`src/hw/pmd_pkg.sv`:
```
/*
 * Shared constants and types for the controller-facing data port of a
 * 10/100 Ethernet transceiver: clock ratios, frame-edge timing, lane masks.
 * Assumes a single 100 MHz system clock that also stands for the reference.
 */
package pmd_pkg;

    // ****************************************************************
    // Clock rates and derived divider counts
    // ****************************************************************
    localparam int CLK_HZ     = 100_000_000;
    localparam int MII100_HZ  = 25_000_000;
    localparam int MII10_HZ   = 2_500_000;
    localparam int SER_HZ     = 10_000_000;
    localparam int RMII_HZ    = 50_000_000;
    localparam int DIV_W      = 5;

    localparam logic [DIV_W-1:0] HALF_MII100 = DIV_W'(CLK_HZ / (2 * MII100_HZ));
    localparam logic [DIV_W-1:0] HALF_MII10  = DIV_W'(CLK_HZ / (2 * MII10_HZ));
    localparam logic [DIV_W-1:0] HALF_SER    = DIV_W'(CLK_HZ / (2 * SER_HZ));
    localparam logic [DIV_W-1:0] HALF_RMII   = DIV_W'(CLK_HZ / (2 * RMII_HZ));

    // ****************************************************************
    // Heartbeat pulse length
    // ****************************************************************
    localparam int SQE_NS = 1000;
    localparam int SQE_W  = 7;
    localparam logic [SQE_W-1:0] SQE_CYC = SQE_W'((SQE_NS * (CLK_HZ / 1_000_000)) / 1000);

    // ****************************************************************
    // Strap capture and data path
    // ****************************************************************
    localparam logic [1:0] STRAP_WAIT  = 2'h2;
    localparam logic       STRAP_RMII  = 1'h1;
    localparam logic [3:0] CORRUPT_NIB = 4'he;
    localparam logic [3:0] MASK_MII    = 4'hf;
    localparam logic [3:0] MASK_RMII   = 4'h3;
    localparam logic [3:0] MASK_SER    = 4'h1;
    localparam int         FIFO_W      = 5;
    localparam int         FIFO_DEPTH  = 32;

    typedef enum logic [1:0] {
        MODE_MII,
        MODE_RMII,
        MODE_SER
    } pmd_mode_t;

endpackage

```
`src/hw/pmd_data_port.sv`:
```
/*
 * Controller-facing data port of a 10/100 transceiver: MII, RMII and serial
 * 10 Mb/s modes, clock outputs, transmit sampling into a FIFO, receive drive.
 * Assumes the line side presents receive symbols on ref_clk and drains the
 * transmit FIFO; configuration inputs are quasi-static logic on ref_clk.
 */
// Summary of operation
// - MII transmit clock 25 MHz at 100 Mb/s, 2.5 MHz at 10 Mb/s.
// - RMII leaves clock outputs idle, times both directions from 50 MHz reference.
// - MII and serial transmit data sampled on own transmit clock.
// - RMII two-bit transmit data sampled on the 50 MHz reference.
// - Receive clock 25/2.5 MHz in MII, 10 MHz in serial mode.
// - MII receive valid high exactly while receive nibbles are valid.
// - Receive valid pin straps mode at reset, MII default, undriven serial.
// - RMII receive valid indication independent of carrier sense.
// - MII 100 Mb/s receive error on invalid symbol within a packet.
// - RMII 100 Mb/s receive error on media error with valid; none serial.
// - Receive data corrupted whenever a receive error occurs.
// - MII receive nibbles driven on the receive clock.
// - RMII receive dibits driven on the 50 MHz reference.
// - Serial receive data on bit 0 only, framed by carrier; upper bits unused.
// - MII and serial carrier sense high while medium is non-idle.
// - RMII merged carrier sense and receive valid output.
// - Collision on simultaneous transmit and receive in half duplex, outside RMII.
// - 10 Mb/s half duplex heartbeat outside RMII raises collision for about 1 us right after transmit.
// - Full duplex holds collision low with no heartbeat.
`timescale 1ns/1ns
module pmd_data_port #(
    parameter int FIFO_DEPTH_P = pmd_pkg::FIFO_DEPTH
) (
    input  wire logic       ref_clk,
    input  wire logic       rst,
    input  wire logic       serial_ten_meg_mode,
    input  wire logic       cfg_speed_100,
    input  wire logic       cfg_full_duplex,
    input  wire logic       cfg_heartbeat_en,
    output logic [1:0]      mode_active,
    output logic            tx_clk,
    input  wire logic       tx_en,
    input  wire logic [3:0] txd,
    output logic            rx_clk,
    input  wire logic       receive_valid_strap,
    output logic            receive_valid_indication,
    output logic            receive_valid_oe,
    output logic            rx_er,
    output logic [3:0]      rxd,
    output logic            crs,
    output logic            col,
    input  wire logic       line_rx_carrier,
    input  wire logic       line_rx_dv,
    input  wire logic [3:0] line_rx_data,
    input  wire logic       line_rx_err,
    output logic            line_rx_take,
    output logic            line_tx_valid,
    output logic            line_tx_en,
    output logic [3:0]      line_tx_data,
    input  wire logic       line_tx_ready,
    input  wire logic       tx_overrun_clr,
    output logic            tx_overrun
);
    import pmd_pkg::*;

    if (FIFO_DEPTH_P < 2) begin : g_bad_depth
        $error("pmd_data_port FIFO depth too small");
    end

    // ****************************************************************
    // State
    // ****************************************************************
    typedef struct packed {
        logic              tx_en_m;
        logic              tx_en_s;
        logic [3:0]        txd_m;
        logic [3:0]        txd_s;
        logic              strap_m;
        logic              strap_s;
        logic [1:0]        strap_cnt;
        logic              strap_done;
        logic              strap_val;
        pmd_mode_t         mode;
        logic              speed100;
        logic              full_dup;
        logic              hb_en;
        logic [DIV_W-1:0]  div_cnt;
        logic              clk_ph;
        logic              tx_clk;
        logic              rx_clk;
        logic              tx_act;
        logic [SQE_W-1:0]  sqe_cnt;
        logic              col;
        logic              push_v;
        logic [FIFO_W-1:0] push_d;
        logic              overrun;
        logic              rx_dv;
        logic              rx_dv_oe;
        logic              rx_er;
        logic [3:0]        rxd;
        logic              crs;
        logic              take;
    } pmd_state_t;

    pmd_state_t        s;
    pmd_state_t        next_s;
    logic [DIV_W-1:0]  half;
    logic              tick_edge;
    logic              tick_rise;
    logic              tick_fall;
    logic              idle;
    logic              spd10;
    logic              fifo_in_ready;
    logic [FIFO_W-1:0] fifo_out_data;

    // ****************************************************************
    // Helpers
    // ****************************************************************
    function automatic logic [DIV_W-1:0] half_of(input pmd_mode_t m, input logic fast);
        if (m == MODE_RMII) begin
            return HALF_RMII;
        end else if (m == MODE_SER) begin
            return HALF_SER;
        end else if (fast) begin
            return HALF_MII100;
        end else begin
            return HALF_MII10;
        end
    endfunction

    function automatic logic [3:0] lane_mask(input pmd_mode_t m);
        if (m == MODE_RMII) begin
            return MASK_RMII;
        end else if (m == MODE_SER) begin
            return MASK_SER;
        end else begin
            return MASK_MII;
        end
    endfunction

    function automatic pmd_mode_t mode_sel(input logic ser, input logic strap);
        if (ser) begin
            return MODE_SER;
        end else if (strap == STRAP_RMII) begin
            return MODE_RMII;
        end else begin
            return MODE_MII;
        end
    endfunction

    // ****************************************************************
    // Next-state logic
    // ****************************************************************
    always_comb begin
        next_s         = s;
        next_s.tx_en_m = tx_en;
        next_s.tx_en_s = s.tx_en_m;
        next_s.txd_m   = txd;
        next_s.txd_s   = s.txd_m;
        next_s.strap_m = receive_valid_strap;
        next_s.strap_s = s.strap_m;
        next_s.push_v  = 1'b0;
        next_s.take    = 1'b0;

        // Strap caught once the synchroniser has filled after release
        if (!s.strap_done) begin
            if (s.strap_cnt == STRAP_WAIT) begin
                next_s.strap_done = 1'b1;
                next_s.strap_val  = s.strap_s;
                next_s.mode       = mode_sel(serial_ten_meg_mode, s.strap_s);
                next_s.speed100   = cfg_speed_100;
                next_s.full_dup   = cfg_full_duplex;
                next_s.hb_en      = cfg_heartbeat_en;
            end else begin
                next_s.strap_cnt = s.strap_cnt + 2'h1;
            end
        end

        // Clock divider, one half period per phase
        half      = half_of(s.mode, s.speed100);
        tick_edge = s.div_cnt >= (half - DIV_W'(1));
        tick_rise = tick_edge && !s.clk_ph;
        tick_fall = tick_edge && s.clk_ph;
        if (tick_edge) begin
            next_s.div_cnt = '0;
            next_s.clk_ph  = !s.clk_ph;
        end else begin
            next_s.div_cnt = s.div_cnt + DIV_W'(1);
        end

        // Settings change only between frames, at a low-going edge
        idle = !s.tx_en_s && !s.tx_act && !line_rx_carrier && (s.sqe_cnt == '0);
        if (s.strap_done && tick_fall && idle) begin
            next_s.mode     = mode_sel(serial_ten_meg_mode, s.strap_val);
            next_s.speed100 = cfg_speed_100;
            next_s.full_dup = cfg_full_duplex;
            next_s.hb_en    = cfg_heartbeat_en;
        end
        next_s.tx_clk = (s.mode != MODE_RMII) && next_s.clk_ph;
        next_s.rx_clk = (s.mode != MODE_RMII) && next_s.clk_ph;

        // Transmit sampling and heartbeat
        spd10 = (s.mode == MODE_SER) || !s.speed100;
        if (s.sqe_cnt != '0) begin
            next_s.sqe_cnt = s.sqe_cnt - SQE_W'(1);
        end
        if (tick_rise) begin
            if (s.tx_en_s) begin
                next_s.push_v = 1'b1;
                next_s.push_d = {1'b1, s.txd_s & lane_mask(s.mode)};
            end else if (s.tx_act) begin
                next_s.push_v = 1'b1;
                next_s.push_d = '0;
                if (spd10 && !s.full_dup && s.hb_en && s.mode != MODE_RMII) begin
                    next_s.sqe_cnt = SQE_CYC;
                end
            end
            next_s.tx_act = s.tx_en_s;
        end
        if (tx_overrun_clr) begin
            next_s.overrun = 1'b0;
        end
        if (s.push_v && !fifo_in_ready) begin
            next_s.overrun = 1'b1;
        end
        next_s.col = !s.full_dup && (s.mode != MODE_RMII)
            && ((s.tx_act && line_rx_carrier) || (s.sqe_cnt != '0));

        // Receive drive on the low-going edge of the receive clock
        if (tick_fall) begin
            next_s.take = 1'b1;
            case (s.mode)
                MODE_MII: begin
                    next_s.rx_dv = line_rx_dv;
                    next_s.rxd   = line_rx_err ? CORRUPT_NIB : line_rx_data;
                    next_s.rx_er = s.speed100 && line_rx_dv && line_rx_err;
                    next_s.crs   = line_rx_carrier;
                end
                MODE_RMII: begin
                    next_s.rx_dv = line_rx_dv;
                    next_s.rxd   = {2'h0, line_rx_err ? CORRUPT_NIB[1:0] : line_rx_data[1:0]};
                    next_s.rx_er = s.speed100 && line_rx_dv && line_rx_err;
                    next_s.crs   = line_rx_carrier || line_rx_dv;
                end
                default: begin
                    next_s.rx_dv = 1'b0;
                    next_s.rxd   = {3'h0, line_rx_carrier && (line_rx_data[0] ^ line_rx_err)};
                    next_s.rx_er = 1'b0;
                    next_s.crs   = line_rx_carrier;
                end
            endcase
        end
        next_s.rx_dv_oe = s.strap_done && (s.mode != MODE_SER);
    end

    always_ff @(posedge ref_clk or posedge rst) begin
        if (rst) begin
            s <= '0;
        end else begin
            s <= next_s;
        end
    end

    // ****************************************************************
    // Transmit FIFO toward the line
    // ****************************************************************
    pmd_fifo #(
        .WIDTH (FIFO_W),
        .DEPTH (FIFO_DEPTH_P)
    ) u_tx_fifo (
        .clk       (ref_clk),
        .rst       (rst),
        .in_valid  (s.push_v),
        .in_data   (s.push_d),
        .in_ready  (fifo_in_ready),
        .out_valid (line_tx_valid),
        .out_data  (fifo_out_data),
        .out_ready (line_tx_ready)
    );

    assign line_tx_en               = fifo_out_data[FIFO_W-1];
    assign line_tx_data             = fifo_out_data[3:0];
    assign mode_active              = s.mode;
    assign tx_clk                   = s.tx_clk;
    assign rx_clk                   = s.rx_clk;
    assign receive_valid_indication = s.rx_dv;
    assign receive_valid_oe         = s.rx_dv_oe;
    assign rx_er                    = s.rx_er;
    assign rxd                      = s.rxd;
    assign crs                      = s.crs;
    assign col                      = s.col;
    assign line_rx_take             = s.take;
    assign tx_overrun               = s.overrun;
endmodule // pmd_data_port

```
`src/hw/pmd_fifo.sv`:
```
/*
 * Synchronous FIFO with valid/ready on both sides and registered read data.
 * Assumes one clock and an asynchronous active-high reset; depth a power of two.
 */
`timescale 1ns/1ns
module pmd_fifo #(
    parameter int WIDTH = 5,
    parameter int DEPTH = 32
) (
    input  wire logic             clk,
    input  wire logic             rst,
    input  wire logic             in_valid,
    input  wire logic [WIDTH-1:0] in_data,
    output logic                  in_ready,
    output logic                  out_valid,
    output logic      [WIDTH-1:0] out_data,
    input  wire logic             out_ready
);
    localparam int AW = $clog2(DEPTH);

    if (DEPTH < 2 || (1 << AW) != DEPTH) begin : g_bad_depth
        $error("pmd_fifo depth must be a power of two of at least 2");
    end

    typedef struct packed {
        logic [AW-1:0]    wr_ptr;
        logic [AW-1:0]    rd_ptr;
        logic [AW:0]      count;
        logic             out_valid;
        logic [WIDTH-1:0] out_data;
    } pmd_fifo_state_t;

    pmd_fifo_state_t   s;
    pmd_fifo_state_t   next_s;
    logic [WIDTH-1:0]  mem [DEPTH];
    logic              push;
    logic              load;

    assign in_ready  = s.count != (AW+1)'(DEPTH);
    assign out_valid = s.out_valid;
    assign out_data  = s.out_data;

    always_comb begin
        next_s = s;
        push   = in_valid && in_ready;
        load   = (s.count != '0) && (!s.out_valid || out_ready);
        if (push) begin
            next_s.wr_ptr = s.wr_ptr + AW'(1);
        end
        if (load) begin
            next_s.out_data  = mem[s.rd_ptr];
            next_s.out_valid = 1'b1;
            next_s.rd_ptr    = s.rd_ptr + AW'(1);
        end else if (out_ready) begin
            next_s.out_valid = 1'b0;
        end
        next_s.count = s.count + (AW+1)'(push) - (AW+1)'(load);
    end

    always_ff @(posedge clk or posedge rst) begin
        if (rst) begin
            s <= '0;
        end else begin
            s <= next_s;
        end
    end

    // Storage carries no reset
    always_ff @(posedge clk) begin
        if (push) begin
            mem[s.wr_ptr] <= in_data;
        end
    end

endmodule // pmd_fifo

```
`config.mk`:
```
export PLATFORM = sky130hd
export DESIGN_NAME = pmd_data_port
export DESIGN_NICKNAME = d
export VERILOG_FILES = /design/src/hw/pmd_pkg.sv /design/src/hw/pmd_data_port.sv /design/src/hw/pmd_fifo.sv
export SDC_FILE = /design/constraint.sdc
export NUM_CORES = 1
export LEC_CHECK = 0
export ABC_AREA = 1
export ABC_CLOCK_PERIOD_IN_PS = 7600
export BUFFER_PORTS_ARGS = -buffer_cell sky130_fd_sc_hd__buf_2
export CAP_MARGIN = 40
export CORE_MARGIN = 2
export CORE_UTILIZATION = 30
export DETAILED_ROUTE_END_ITERATION = 10
export PLACE_DENSITY = 0.52
export SYNTH_ARGS = -nofsm -noshare
export SYNTH_HDL_FRONTEND = slang
export SYNTH_SLANG_ARGS = --single-unit
export TNS_END_PERCENT = 5
```
`constraint.sdc`:
```
create_clock -name ref_clk -period 7.6 [get_ports ref_clk]
set_input_delay 0.38 -clock ref_clk [delete_from_list [all_inputs] [get_ports ref_clk]]
set_output_delay 0.38 -clock ref_clk [all_outputs]
set_load 0.01 [all_outputs]
```
* Word level (Yosys, flattened, before mapping) *
Memory sizes are Yosys's and may differ from the RTL's. A register that Yosys moved wholly into a read port is not among the register bits.
Cells that the tools add are included.

word-level totals
  memories = 1
  word-level logic and storage cells = 134
  memory bits (writable) = 160
  input bits = 21
  bits in registers = 70
  output and inout port bits = 21

cells by class
  magnitude comparators = 1
  bitwise gates (word level) = 4
  add/subtract/negate cells = 8
  eq/ne operators = 7
  multiplexer cells = 35
  reduce and logical (&&, ||, !) cells = 46

memories
  memory         words  width  rd ports  clocked after Yosys merged registers in  wr ports  line            text
  u_tx_fifo.mem  32     5      1         1                                        1         pmd_fifo.sv:35  logic [WIDTH-1:0] mem [DEPTH];

operator list
  kind                   count
  $mux W7                7
  $mux W5                5
  $logic_and A1 B1 Y1    21
  $mux W4                5
  $mux W6                3
  $add A5 B1 Y5 const B  3
  $pmux W6 S2            1
  $mux W1                11
  $logic_not A1 Y1       8
  $reduce_and A2 Y1      4
  $reduce_bool A2 Y1     4
  $logic_not A7 Y1       1
  $reduce_bool A7 Y1     1
  $sub A7 B1 Y7 const B  1
  $add A6 B1 Y6          1
  $mux W2                3
  $ne A6 B6 Y1 const B   1
  $reduce_bool A6 Y1     1
  $sub A6 B1 Y6          1
  $ge A5 B5 Y1           1
  $sub A5 B1 Y5 const B  1
  $and A4 B4 Y4          1
  $eq A2 B2 Y1 const B   2
  $logic_or A1 B1 Y1     4
  other kinds (8)        10

* Logic depth before layout (Yosys ltp) *
  depth after elaboration = 10
  mapped depth = 18
  depth with buffers taken out = 18

* Hierarchy *
From an unflattened synthesis, not the netlist that was laid out.

second synthesis, totals
  cell total of the unflattened synthesis = 1032
  area total of the unflattened synthesis = 10495.1 um^2

modules (own cells, without submodules)
  module         instances  area each (um^2)  cells an instance  seq. area each (um^2)
  pmd_fifo       1          8039.0            776                5355.1
  pmd_data_port  1          2456.1            256                1326.3

* Least setup slack after synthesis *
OpenSTA, ideal clock, no wires.

  kind = reg2reg
  from = register s (netlist bit mode_active[0])
  to = register s (netlist bit mode_active[0])
  arrival = 3233 ps
  data required time = 7471 ps
  slack = 4238 ps
  buffers on the path = 0
  cell stages (with the launch flop) = 17
  setup time = 129 ps
  period minus slack after synthesis = 3362 ps
  cell sequence = dfrtp_1 > inv_1 > ha_1 > nor2_1 > nand2_1 > ha_1 > ha_1 > xnor2_1 > ha_1 > nand2_1 > o311ai_1 > ha_1 > nand2_1 > nor4_4 > nand2_4 > o21ai_4 > o22ai_1

between the ends
  word-level cells in the longest chain between the ends = 10
  elaborated cells between the ends (all ways) = 13
  classes of those cells = 1 x add/sub; 1 x order compare; 3 x eq/ne; 3 x mux; 5 x reduce/logical

RTL lines
  element                                                       line                  text
  start, declared                                               pmd_data_port.sv:102  pmd_state_t s;
  start signal, assigned                                        pmd_data_port.sv:257  s <= next_s;
  $eq A2 B2 Y1                                                  pmd_data_port.sv:119  end else if (m == MODE_SER) begin
  $mux W5                                                       pmd_data_port.sv:119
  $mux W5 (*)                                                   pmd_data_port.sv:117  if (m == MODE_RMII) begin
  $sub A5 B1 Y5 (*)                                             pmd_data_port.sv:178  tick_edge = s.div_cnt >= (half - DIV_W'(1));
  $ge A5 B5 Y1 (*)                                              pmd_data_port.sv:178
  $logic_and A1 B1 Y1 (*)                                       pmd_data_port.sv:180  tick_fall = tick_edge && s.clk_ph;
  $logic_and A1 B1 Y1 (*) (2 in a row)                          pmd_data_port.sv:190  if (s.strap_done && tick_fall && idle) begin
  $ne A2 B1 Y1 (no line) or $reduce_bool A2 Y1 (tied branches)  -
  $reduce_and A2 Y1 (no line)                                   -

Every way passes the cells marked *; elsewhere a longest branch is shown, timed or not.
A chain may end at the register's enable or synchronous reset.

* Worst setup path in the final report *
  from = register s (netlist bit mode_active[0])
  to = register s[33] (netlist bit)

The elaborated chain is that of the path after synthesis.

==> summary.log <==
INFO  status         outcome=completed
INFO  synthesis      sequential_element_share_of_the_synthesized_area=66.06%
INFO  critical_path  critPathCaptureType=flop
INFO  placed_design  numPortBuffers=41
INFO  synthesis      synthesized_net_count=980
INFO  die            io_pins=42
INFO  synthesis      synthesized_instance_count=926
INFO  min_path       holdCritPathClass=primary input to flop
INFO  sta            holdWs=73.74ps
INFO  clock_tree     ctsRootBufferMaster=sky130_fd_sc_hd__clkbuf_16
INFO  final_layout   finalInstanceArea=0.01161mm²
INFO  clock_tree     cts_num_sinks=235
INFO  die            row_count=67
INFO  route          vias_per_cell=4.476
INFO  sta            worst_pin_slew=811.5ps
INFO  final_layout   layout.filler_cells=3379
INFO  die            floorplan.core_area=0.03336mm²
INFO  route          antenna_left=0
INFO  critical_path  reg2reg_to=s[33]$_DFFE_PP0P_
INFO  final_layout   stdcell_count=1437
INFO  clock_tree     cts_hold_buffers_added=8
INFO  global_route   grt_use_met3=1.909%
INFO  clock_tree     tritoncts=done
INFO  power          leakage=4.729nW
INFO  critical_path  r2r_slack=4090ps
INFO  critical_path  timing.critical_path.fanout_max=9
INFO  route          routed_wl=22550µm
INFO  clock_tree     number_of_buffers_added_for_setup_after_cts=0
INFO  global_route   routing_layer_with_the_top_usage_in_global_route=met2
INFO  global_route   grt_overflow=0
INFO  synthesis      ys_ff_latch=235
INFO  sta            worst_slew_margin_rel=45.84%
INFO  final_layout   final_common_cell=sky130_fd_sc_hd__nand2_1
INFO  sta            finalMaxSlewViolations=0
INFO  power          p_seq_share=40.3%
INFO  sta            report.final.setup_viol=0
INFO  clock_tree     tritoncts_buffers=27
INFO  route          routed_wire_length_per_instance=15.69µm
INFO  final_layout   synthToLayoutAreaGrowth=14.78%
INFO  synthesis      ys_async_sr_fraction=31.91%
INFO  critical_path  crit_path_start_kind=flop
INFO  critical_path  r2r-start=mode_active[0]$_DFFE_PP0P_
INFO  clock_tree     worst_setup_hold_path_clk_slew=60ps
INFO  critical_path  rr_worst_depth=16
INFO  placed_design  dpl.hpwl=14270µm
INFO  final_layout   proportion_of_layout_cells_with_a_drive_suffix_above_1=10.11%
INFO  global_route   antenna_found_initial=0
INFO  sta            fin_crit_sh=46.14%
INFO  route          dr.first_iter.drc_count=340
INFO  placed_design  placed_cells_incl_taps=1384
INFO  placed_design  place_congestion=0.7807
INFO  synthesis      synthesis.yosys.warnings=0
INFO  synthesis      netlist_area=0.01011mm²
INFO  route          drc=0
INFO  die            fp.dieH=187.6µm
INFO  critical_path  data_required_critical_path=8000ps
INFO  placed_design  dpl_cell_area=0.01076mm²
INFO  power          internal_power=2.726mW
INFO  sta            max_freq=285.2MHz
INFO  sta            period_needed=3506ps
INFO  die            floorplan.initialDensity=30.31%
INFO  global_route   grt_usage=12.93%
INFO  power          power_density=374.7mW/mm²
INFO  critical_path  worst-endpoint-arrival=3900ps
INFO  power          power_frac_comb=33.4%
INFO  power          p_total=4.350mW
INFO  critical_path  worst-setup-path-type=flop to flop
INFO  route          pre_repair_dr_iteration_count=5
INFO  global_route   m2_gr_usage=21.95%
INFO  sta            unrepaired_setup_endpoints_after_global_routing=no
INFO  clock_tree     bufs_on_longest_clock_path=3
INFO  synthesis      yosysUniqueCellTypes=34
INFO  global_route   grt_use_met1=17.28%
INFO  power          p_sw_share=37.32%
INFO  power          power.clock.fraction=26.2%
INFO  power          irDropWorstVdd=0.1901mV
INFO  global_route   first_global_vias=6570
INFO  final_layout   layout_common_cells=260 x sky130_fd_sc_hd__nand2_1, 160 x sky130_fd_sc_hd__edfxtp_1, 150 x sky130_fd_sc_hd__nand3_1
INFO  final_layout   diodes=0
INFO  flow_run       max_cap_violations=0
INFO  route          detailroute.via_count=6432
INFO  power          power.switching=1.624mW
INFO  global_route   grt_start_max_net_pins=82
INFO  clock_tree     clock_tree.htree_level_count=1
INFO  synthesis      postSynth.topFlopCell=sky130_fd_sc_hd__edfxtp_1
INFO  critical_path  crit_end=s[33]$_DFFE_PP0P_
INFO  sta            finalSetupTns=0ps
INFO  synthesis      syn_avg_cell_area=10.92µm²
INFO  critical_path  timing.critical_path.from=mode_active[0]$_DFFE_PP0P_
INFO  final_layout   layout.nets=1027
INFO  synthesis      synth-edff-count=160
INFO  die            die-width=187.6µm
INFO  sta            final-hold-violation-count=0
INFO  global_route   first_pass_grt_wire_length=36290µm
INFO  sta            fin_skew=23.07ps
INFO  clock_tree     postCtsResizedCells=0
INFO  clock_tree     clk_latency=540ps
INFO  die            floorplan.die_area=0.03520mm²
state kept, by name, summed over array words and instances (netlist names), 2 cells and up:
register and flops:
next_s 6, rxd 4, u_tx_fifo.out_data 5, mode_active 2
s 33, u_tx_fifo.s 16, u_tx_fifo.mem 160
cells by family after synthesis:
logic type | synth area share (%)
other | 0.03708
AOI/OAI and AO/OA | 2.462
and+or+nand+nor | 20.46
DFF | 66.06
xor gates and xnor gates | 1.645
buffers and inverters | 5.171
adders and majority gates | 4.157
power groups by stage:
| stage | Clock (mW) | Sequential [mW] | Combinational, mW |
|---|---|---|---|
| after global placement | 0 | 1.82 | 1.37 |
| after detailed placement | 0 | 1.78 | 1.47 |
| after CTS | 1.18 | 1.76 | 1.48 |
| after global routing | 1.23 | 1.77 | 1.66 |
| after floorplan | 0 | 1.78 | 1.01 |
| final | 1.14 | 1.75 | 1.45 |
worst min-delay path by stage:
| stage | depth (start not counted) | start | slack, ps | endpoint |
|---|---|---|---|---|
| finish | 3 | cfg_full_duplex | 70 | s[34]$_DFFE_PP0P_ |
| detailed placement | 0 | next_s[52]$_DFF_PP0_ | 340 | s[52]$_DFF_PP0_ |
| global route | 3 | cfg_full_duplex | 80 | s[34]$_DFFE_PP0P_ |
| global placement | 0 | next_s[52]$_DFF_PP0_ | 330 | s[52]$_DFF_PP0_ |
| floorplan | 0 | next_s[42]$_DFF_PP0_ | 330 | s[42]$_DFF_PP0_ |
| CTS | 3 | line_rx_data[1] | 50 | rxd[1]$_DFFE_PP0P_ |
worst max-delay path: stages, from the launching register on:
cell and delay, ps:
sky130_fd_sc_hd__dfrtp_1 360, sky130_fd_sc_hd__inv_1 100, sky130_fd_sc_hd__ha_1 250, sky130_fd_sc_hd__nor2_1 160, sky130_fd_sc_hd__nand2_1 70, sky130_fd_sc_hd__ha_1 190, sky130_fd_sc_hd__ha_1 190, sky130_fd_sc_hd__xnor2_1 130
sky130_fd_sc_hd__ha_1 320, sky130_fd_sc_hd__nand2_1 90, sky130_fd_sc_hd__o311ai_1 470, sky130_fd_sc_hd__ha_1 370, sky130_fd_sc_hd__nand2_1 140, sky130_fd_sc_hd__nor4_4 190, sky130_fd_sc_hd__nand2_4 90, sky130_fd_sc_hd__o21ai_4 130
sky130_fd_sc_hd__o21ai_0 120
layer usage:
metal | share of wire [%] | routed length [µm] | vias to the layer above
li1 | - | - | 3209
met1 | 47 | 10540 | 3107
met2 | 48 | 10860 | 84
met3 | 2.9 | 655 | 32
met4 | 2.2 | 503 | 0
met5 | 0 | 0 | -
layout make-up:
class | instances | area [µm²] | share of cell area, %
Sequential cell | 235 | 6683 | 57.57
Multi-Input combinational cell | 581 | 2909 | 25.06
Clock buffer | 31 | 690.7 | 5.950
Tap cell | 448 | 560.5 | 4.829
Timing Repair Buffer | 62 | 432.9 | 3.729
Inverter | 66 | 254.0 | 2.188
Clock inverter | 14 | 78.83 | 0.6790
per-stage QoR:
stage	setup WS, ps	utilization [%]
floorplan	4238	-
global placement	3806	32.01
detailed placement	4088	32.25
CTS	4083	34.79
global route	3765	34.79
finish	4094	34.79
Yosys cell counts, types with 2 or more instances:
cell type,instances,area (µm²)
sky130_fd_sc_hd__nand2_1,260,975.9
sky130_fd_sc_hd__edfxtp_1,160,4805
sky130_fd_sc_hd__nand3_1,150,750.7
sky130_fd_sc_hd__dfrtp_1,75,1877
sky130_fd_sc_hd__inv_1,63,236.5
sky130_fd_sc_hd__nor2_1,55,206.5
sky130_fd_sc_hd__ha_1,32,400.4
sky130_fd_sc_hd__o21ai_0,25,125.1
sky130_fd_sc_hd__buf_2,18,90.09
sky130_fd_sc_hd__buf_4,18,135.1
sky130_fd_sc_hd__xor2_1,16,140.1
sky130_fd_sc_hd__a21oi_1,11,55.05
sky130_fd_sc_hd__clkbuf_1,6,22.52
sky130_fd_sc_hd__nand4_1,6,37.54
sky130_fd_sc_hd__nor3_1,6,30.03
sky130_fd_sc_hd__xnor2_1,3,26.28
sky130_fd_sc_hd__buf_6,2,22.52
sky130_fd_sc_hd__nand2_2,2,12.51
sky130_fd_sc_hd__nor2_2,2,12.51
sky130_fd_sc_hd__o22ai_1,2,12.51
Power figures use the tool's default switching activity.
